--- config.mk ---
export PLATFORM = sky130hd
export DESIGN_NAME = shc_heater_cal_cmd
export DESIGN_NICKNAME = d
export VERILOG_FILES = /design/src/shc_pkg.sv /design/src/shc_heater_cal_cmd.sv
export SDC_FILE = /design/constraint.sdc
export NUM_CORES = 1
export LEC_CHECK = 0
export ABC_AREA = 1
export BUFFER_PORTS_ARGS = -buffer_cell sky130_fd_sc_hd__buf_2
export CAP_MARGIN = 20
export CORE_MARGIN = 2
export CORE_UTILIZATION = 50
export DETAILED_ROUTE_END_ITERATION = 6
export GPL_ROUTABILITY_DRIVEN = 0
export MAX_ROUTING_LAYER = met4
export PLACE_DENSITY = 0.77
export SYNTH_ARGS = -nofsm -noshare
export SYNTH_HDL_FRONTEND = slang
export SYNTH_SLANG_ARGS = --single-unit
--- constraint.sdc ---
create_clock -name sys_clk -period 1.72 [get_ports sys_clk]
set_clock_uncertainty 0.15 [all_clocks]
set_input_delay 0.344 -clock sys_clk [delete_from_list [all_inputs] [get_ports sys_clk]]
set_output_delay 0.344 -clock sys_clk [all_outputs]
set_load 0.02 [all_outputs]
--- src/shc_pkg.sv ---
// package of constants and types for the spectrometer heater and calibration command block
// What this block does
// - power code 4 bits: 0 high, 1 off, 2 low
// - temperature code 4 bits, 10 C per step
// - heater command stored and sent at once
// - sent heater value equals received field unchanged
// - reset setting is 30 C, low power
// - setting applied only while spectrometer powered
// - setting kept while off, resent at power-on
// - heater command ignored while spectrometer unpowered
// - spectrometer heats at commanded power to target
// - internal calibration, then instrument calibration
// - internal calibration on spectrometer power-on while no calibration runs
// - spectroscopic-to-spectroscopic mode change skips calibration
// - after calibrations, resume prior spectroscopic mode
// - calibration command rejected outside spectroscopic modes
// - channel n comes from bank n mod 4
// - subtype 6 decodes as heater command
// - subtype 17 decodes as calibration, data ignored
// - heater command acted on only in spectroscopic mode
package shc_pkg;
   localparam logic [7:0]  SUBTYPE_HEATER   = 8'h06;
   localparam logic [7:0]  SUBTYPE_CAL      = 8'h11;
   localparam int          POWER_MSB        = 15;
   localparam int          POWER_LSB        = 12;
   localparam int          TEMP_MSB         = 11;
   localparam int          TEMP_LSB         = 8;
   localparam logic [3:0]  POWER_HIGH       = 4'h0;
   localparam logic [3:0]  POWER_OFF        = 4'h1;
   localparam logic [3:0]  POWER_LOW        = 4'h2;
   localparam logic [3:0]  TEMP_MAX_CODE    = 4'h7;
   localparam logic [3:0]  RESET_POWER      = POWER_LOW;
   localparam logic [3:0]  RESET_TEMP       = 4'h3;
   localparam int          NUM_BANKS        = 4;
   localparam int          NUM_CHANNELS     = 4096;
   typedef enum {ST_IDLE, ST_INT_CAL, ST_INST_CAL} shc_state_type;
endpackage

--- src/shc_heater_cal_cmd.sv ---
// spectrometer heater and internal calibration telecommand interpreter
module shc_heater_cal_cmd
   import shc_pkg::*;
(
   input  wire logic        sys_clk,
   input  wire logic        rst,
   input  wire logic        cmdValid,
   input  wire logic [7:0]  cmdSubtype,
   input  wire logic [15:0] cmdAppData,
   input  wire logic        spectroPowered,
   input  wire logic        spectroMode,
   input  wire logic        intCalDone,
   input  wire logic        instCalDone,
   input  wire logic [11:0] channelIndex,
   output logic             heaterSendStb,
   output logic [3:0]       heater_power_code,
   output logic [3:0]       heater_temperature_code,
   output logic             intCalStart,
   output logic             instCalStart,
   output logic             calBusy,
   output logic             resumeMode,
   output logic             cmdReject,
   output logic [1:0]       channelBank
);
   // input synchronisers
   logic [1:0] powSync_reg;
   logic [1:0] modeSync_reg;
   logic       powPrev_reg;
   logic [3:0] storedPower_reg;
   logic [3:0] storedTemp_reg;
   shc_state_type state_reg;
   shc_state_type state_next;

   always_ff @(posedge sys_clk)
   begin
      if (rst)
      begin
         powSync_reg  <= 2'h0;
         modeSync_reg <= 2'h0;
         powPrev_reg  <= 1'b0;
      end
      else
      begin
         powSync_reg  <= {powSync_reg[0], spectroPowered};
         modeSync_reg <= {modeSync_reg[0], spectroMode};
         powPrev_reg  <= powSync_reg[1];
      end
   end

   // subtype decode, shared by both telecommands
   function automatic logic subtypeHit(input logic valid, input logic [7:0] subtype, input logic [7:0] code);
      return valid & (subtype == code);
   endfunction

   // decode of the incoming telecommand
   wire        powered    = powSync_reg[1];
   wire        inSpectro  = modeSync_reg[1];
   wire        powerOnEvt = powered & ~powPrev_reg;
   wire        isHeater   = subtypeHit(cmdValid, cmdSubtype, SUBTYPE_HEATER);
   wire        isCal      = subtypeHit(cmdValid, cmdSubtype, SUBTYPE_CAL);
   wire [3:0]  rxPower    = cmdAppData[POWER_MSB:POWER_LSB];
   wire [3:0]  rxTemp     = cmdAppData[TEMP_MSB:TEMP_LSB];
   wire        heaterOk   = isHeater & powered & inSpectro;
   wire        calOk      = isCal & inSpectro & (state_reg == ST_IDLE);
   wire        calBad     = isCal & ~calOk;
   wire        heaterBad  = isHeater & ~heaterOk;

   // stored heater setting, kept across spectrometer power-off
   always_ff @(posedge sys_clk)
   begin
      if (rst)
      begin
         storedPower_reg <= RESET_POWER;
         storedTemp_reg  <= RESET_TEMP;
      end
      else if (heaterOk)
      begin
         storedPower_reg <= rxPower;
         storedTemp_reg  <= rxTemp;
      end
   end

   // send path: on accepted command or on spectrometer power-on
   always_ff @(posedge sys_clk)
   begin
      if (rst)
      begin
         heaterSendStb           <= 1'b0;
         heater_power_code       <= RESET_POWER;
         heater_temperature_code <= RESET_TEMP;
      end
      else
      begin
         heaterSendStb <= heaterOk | (powerOnEvt & ~heaterOk);
         if (heaterOk)
         begin
            heater_power_code       <= rxPower;
            heater_temperature_code <= rxTemp;
         end
         else if (powerOnEvt)
         begin
            heater_power_code       <= storedPower_reg;
            heater_temperature_code <= storedTemp_reg;
         end
      end
   end

   // calibration sequencer
   always_comb
   begin
      state_next = state_reg;
      case (state_reg)
         ST_IDLE:
            if (calOk | powerOnEvt)
               state_next = ST_INT_CAL;
         ST_INT_CAL:
            if (intCalDone)
               state_next = ST_INST_CAL;
         ST_INST_CAL:
            if (instCalDone)
               state_next = ST_IDLE;
         default:
            state_next = ST_IDLE;
      endcase
   end

   // one-cycle pulses on entry to each state
   wire enterInt = (state_reg == ST_IDLE) & (state_next == ST_INT_CAL);
   wire enterIns = (state_reg == ST_INT_CAL) & (state_next == ST_INST_CAL);
   wire leaveCal = (state_reg == ST_INST_CAL) & (state_next == ST_IDLE);

   // sequencer registers and pulses; mode-only changes never start a calibration
   always_ff @(posedge sys_clk)
   begin
      if (rst)
      begin
         state_reg    <= ST_IDLE;
         intCalStart  <= 1'b0;
         instCalStart <= 1'b0;
         calBusy      <= 1'b0;
         resumeMode   <= 1'b0;
         cmdReject    <= 1'b0;
         channelBank  <= 2'h0;
      end
      else
      begin
         state_reg    <= state_next;
         intCalStart  <= enterInt;
         instCalStart <= enterIns;
         calBusy      <= (state_next != ST_IDLE);
         resumeMode   <= leaveCal;
         cmdReject    <= calBad | heaterBad;
         channelBank  <= channelIndex[1:0];
      end
   end
endmodule

# Word-level counts from Yosys, hierarchy flattened
# Index checks and enable logic that the tools add are counted.
# totals
out_inout_bits	16
reg_bits	61
inputBits	43
elab_cells	55
# classes
reduce_logical	5
n_eq_ne	8
bitwise	19
mux	8
# op_table
cell	n
32-bit by 2-bit == test with 1-bit output, second input constant	3
32-bit logical NOT	3
32-bit two-way mux	3
32-bit one-hot mux with 3 select lines	1
32-bit by 3-bit == test with 1-bit output, second input constant	2
32-bit by 1-bit == test with 1-bit output, second input constant	1
32-bit nonzero test	1
4-bit two-way mux	4
1-bit AND	13
8-bit by 3-bit == test with 1-bit output, second input constant	1
8-bit by 5-bit == test with 1-bit output, second input constant	1
1-bit NOT	3
1-bit OR	3
2-bit nonzero test	1

# Longest topological paths before layout
# logic_depth
word_depth	9
ltp_mapped	10
ltp_nobuf	10

# Worst setup path after synthesis
# OpenSTA, ideal clock, no wires.
# synth_timing
kind	input port to flip-flop
from	in cmdSubtype[3]
to	reg heater_power_code[0]
path_buffers	1
t_arrival_ps	1235
stages	9
setup_time_ps	117
setup_slack_ps	218
path_cell_list	inv_2 nand2_2 nor4_4 nand3_4 buf_6 nand2_1 o21ai_2 nor2_1 nor2_1
# synth_via
elab_chain_len	5
word_cells_on_any_way	6
# synth_rtl
element	line	rtl
start, declared	shc_heater_cal_cmd.sv:8	input wire logic [7:0] cmdSubtype,
8-bit by 3-bit == test with 1-bit output (*)	shc_heater_cal_cmd.sv:52	return valid & (subtype == code);
1-bit AND (*)	shc_heater_cal_cmd.sv:52	
1-bit AND (*) (2 in series)	shc_heater_cal_cmd.sv:63	wire heaterOk = isHeater & powered & inSpectro;
4-bit two-way mux / 2-bit nonzero test (equally long branches)	-	
end signal, assigned	shc_heater_cal_cmd.sv:97	heater_power_code <= rxPower;
end signal, assigned	shc_heater_cal_cmd.sv:102	heater_power_code <= storedPower_reg;
end, declared	shc_heater_cal_cmd.sv:16	output logic [3:0] heater_power_code,
# Every way passes the cells marked *; elsewhere a longest branch is shown, timed or not.
# A chain may end at the register's enable or synchronous reset.

# Worst setup path after layout
# layout_timing
from	reg state_reg[14]
to	reg resumeMode
# layout_via
elab_chain_len	7
word_cells_on_any_way	13
# layout_rtl
element	line	rtl
start, declared	shc_heater_cal_cmd.sv:31	shc_state_type state_reg;
start signal, assigned	shc_heater_cal_cmd.sv:147	state_reg <= state_next;
32-bit logical NOT	shc_heater_cal_cmd.sv:64	wire calOk = isCal & inSpectro & (state_reg == ST_IDLE);
1-bit AND	shc_heater_cal_cmd.sv:64	
1-bit OR	shc_heater_cal_cmd.sv:114	if (calOk | powerOnEvt)
32-bit two-way mux	shc_heater_cal_cmd.sv:114	
32-bit one-hot mux with 3 select lines	shc_heater_cal_cmd.sv:112	case (state_reg)
32-bit logical NOT	shc_heater_cal_cmd.sv:130	wire leaveCal = (state_reg == ST_INST_CAL) & (state_next == ST_IDLE);
1-bit AND (*)	shc_heater_cal_cmd.sv:130	
end signal, assigned	shc_heater_cal_cmd.sv:151	resumeMode <= leaveCal;
end, declared	shc_heater_cal_cmd.sv:21	output logic resumeMode,
# Marked as above.

==> summary.txt <==
status = finished, final reports clean
cells after synthesis = 242
share of layout cells above drive strength 1 = 21.8%
Yosys reg bits = 61
number of setup buffers added after CTS = 0
period utilisation layout = 90.1%
Die W = 67.9 µm
Hold WS = 79.5 ps
CP Max Fanout = 3
hpwl dp = 2.32 mm
startpoint types = flop
Clock transition at path regs = 60 ps
PD cells = 1050 mW/mm²
Vias/cell = 4.06
antenna cell count = 0
CTS Hold Buffers Added = 0
Via Count = 1526
Largest delay share family, worst path = simple AND/OR/NAND/NOR gates
pins over their slew limit = 0
fillcell total = 371
Place WS = -22.9 ps
Max-Cap Viols = 0
Largest register FFs = 32
1st-iter DRT viols = 48
IO Port Bufs = 40
Leak = 1.35 nW
synth unique cells = 22
Final Instance Area = 0.00259 mm²
clk root buf = clkbuf_8
# setup viols final = 0
f_max = 646 MHz
gr usage total = 16.2%
Boundary Pins = 59
die height = 67.9 µm
htree depth = 3
maximum vdd drop = 0.000815 V
clk_lat worst skew = 320 ps
post-route ant nets = 0
CTS buffer count = 9
first drt pass iteration count = 4
Post-synth EDFFs = 0
Net count, final = 365
RSZ-0062 raised after global routing = no
top post-synthesis cells by area = dfxtp_1 (60%), nor2_1 (9.7%), inv_1 (7.9%), nand2_1 (6.1%), o21ai_0 (2.9%)
WL/cell = 8.37 µm
Final Worst Setup Slack = 171 ps
HP Class = in -> reg
post-synthesis sequential area ratio = 59.8%
first-pass GRT wire length = 5.20 mm
count leader, synth = dfxtp_1
Cell Chain, Critical Path = nor2_1, nand2_1, nor2_2, inv_1, nor2_1, nand2_1, o21bai_1, nand2_1, nand2_1, nor2_1
CORE AREA = 0.00397 mm²
Initial Util = 51.4%
DRC violations left = 0
CP Class = reg -> reg
Async SR Flop Fraction = 0%
WP data required = 1780 ps
CP peak stage delay = 290 ps
CTS tree = done
Critical path buffers and inverters = 1
layout overhead on the synthesized area = 27.1%
post-layout min period = 1550 ps
CTS Buffer Depth = 2
R2R Setup Slk = 170 ps
WL final = 3.15 mm
Worst EP arrival = 1610 ps
Most Frequent Cell on Critical Path = nand2_1
Mean Syn Cell Area = 8.44 µm²
vias in the first global route = 1323
Syn. warnings = 0
# resized after CTS = 0
Die Outline Area = 0.00461 mm²
top-area cell type share of the netlist area = 59.8%
clock sink count = 61
Post-synth top flop = dfxtp_1
area post-placement = 0.00242 mm²
Slowest cell on crit path = dfxtp_1
global route overflow = 0
largest net degree at the start of global routing = 13
leading area contributor after synthesis = dfxtp_1
initial antenna violation count = 0
final hold viol count = 0
FP Rows = 23
top cells by instance count after synthesis = dfxtp_1 (61), nor2_1 (53), inv_1 (43), nand2_1 (33), o21ai_0 (12)
mapped cell area = 0.00204 mm²
critical path capture point type = flop
-- worst reg2reg max path, stage by stage (launching register included) --
cell      delay [ps]
dfxtp_1          290
nor2_1           110
nand2_1           70
nor2_2           130
inv_1             50
nor2_1           130
nand2_1          100
o21bai_1         190
nand2_1          120
nand2_1           80
nor2_1            40
-- stage by stage --
step	power, W	setup TNS, ps	util (%)	std cells
6_report	0.00272	0	65.3	376
5_1_grt	0.00287	0	65.3	376
4_1_cts	0.00276	0	65.3	376
3_5_place_dp	0.00165	-48.3	60.9	361
3_3_place_gp	0.00165	-62.8	60.9	361
2_1_floorplan	0.00159	0	-	271
-- final cells by class --
type | instances | area (µm²) | share of cell area, %
clock buffer | 14 | 173 | 6.65
clock inverter | 1 | 5.00 | 0.193
inverter | 45 | 169 | 6.51
multi-input combinational | 161 | 734 | 28.3
sequential | 61 | 1220 | 47.1
tap | 50 | 62.6 | 2.41
timing repair buffer | 44 | 230 | 8.87
-- where the power goes --
| part | switching, W | internal (W) |
|---|---|---|
| combinational | 0.0000839 | 0.0000534 |
| sequential | 0.0000153 | 0.00147 |
| clock | 0.000470 | 0.000632 |
-- routing by layer --
| metal | vias to the layer above | share of wire, % | global-route usage [%] | routed length, µm |
|---|---|---|---|---|
| met5 | - | 0 | - | 0 |
| met4 | 0 | 1.7 | 9.00 | 55 |
| met3 | 5 | 5.4 | 6.41 | 169 |
| met2 | 34 | 46 | 24.9 | 1450 |
| met1 | 633 | 47 | 18.1 | 1480 |
| li1 | 854 | - | - | - |
-- logic make-up (layout without fill, tap and decap cells) --
logic type / Yosys count / after routing / share of synthesized area (%)
AOI/OAI and AO/OA: 21 / 21 / 6.31
other: 1 / 30 / 0.184
buffers and inverters: 49 / 104 / 9.56
DFF: 61 / 61 / 59.8
and+or+nand+nor: 110 / 110 / 24.1
-- worst paths after layout --
| kind | startpoint | end | cells past startpoint |
|---|---|---|---|
| hold / removal | channelIndex[1] | channelBank[1]$_SDFF_PP0_ | 3 |
| hold reg to reg | modeSync_reg[0]$_SDFF_PP0_ | modeSync_reg[1]$_SDFF_PP0_ | 2 |
| setup / recovery | state_reg[14]$_SDFF_PP0_ | resumeMode$_SDFF_PP0_ | 10 |
| setup reg to reg | state_reg[14]$_SDFF_PP0_ | resumeMode$_SDFF_PP0_ | 10 |
-- cells in the final DEF (no fill, tap or decap), drive strengths merged --
cell type   n
buf        44
a21oi       2
o21ai      17
nand3      11
o21bai      2
inv        45
conb       30
clkinv      1
clkbuf     14
nand4       3
nor4        1
nor3b       1
dfxtp      61
nand2      35
and2        1
or2         3
nor2       55
(Power assumes the default switching activity.)
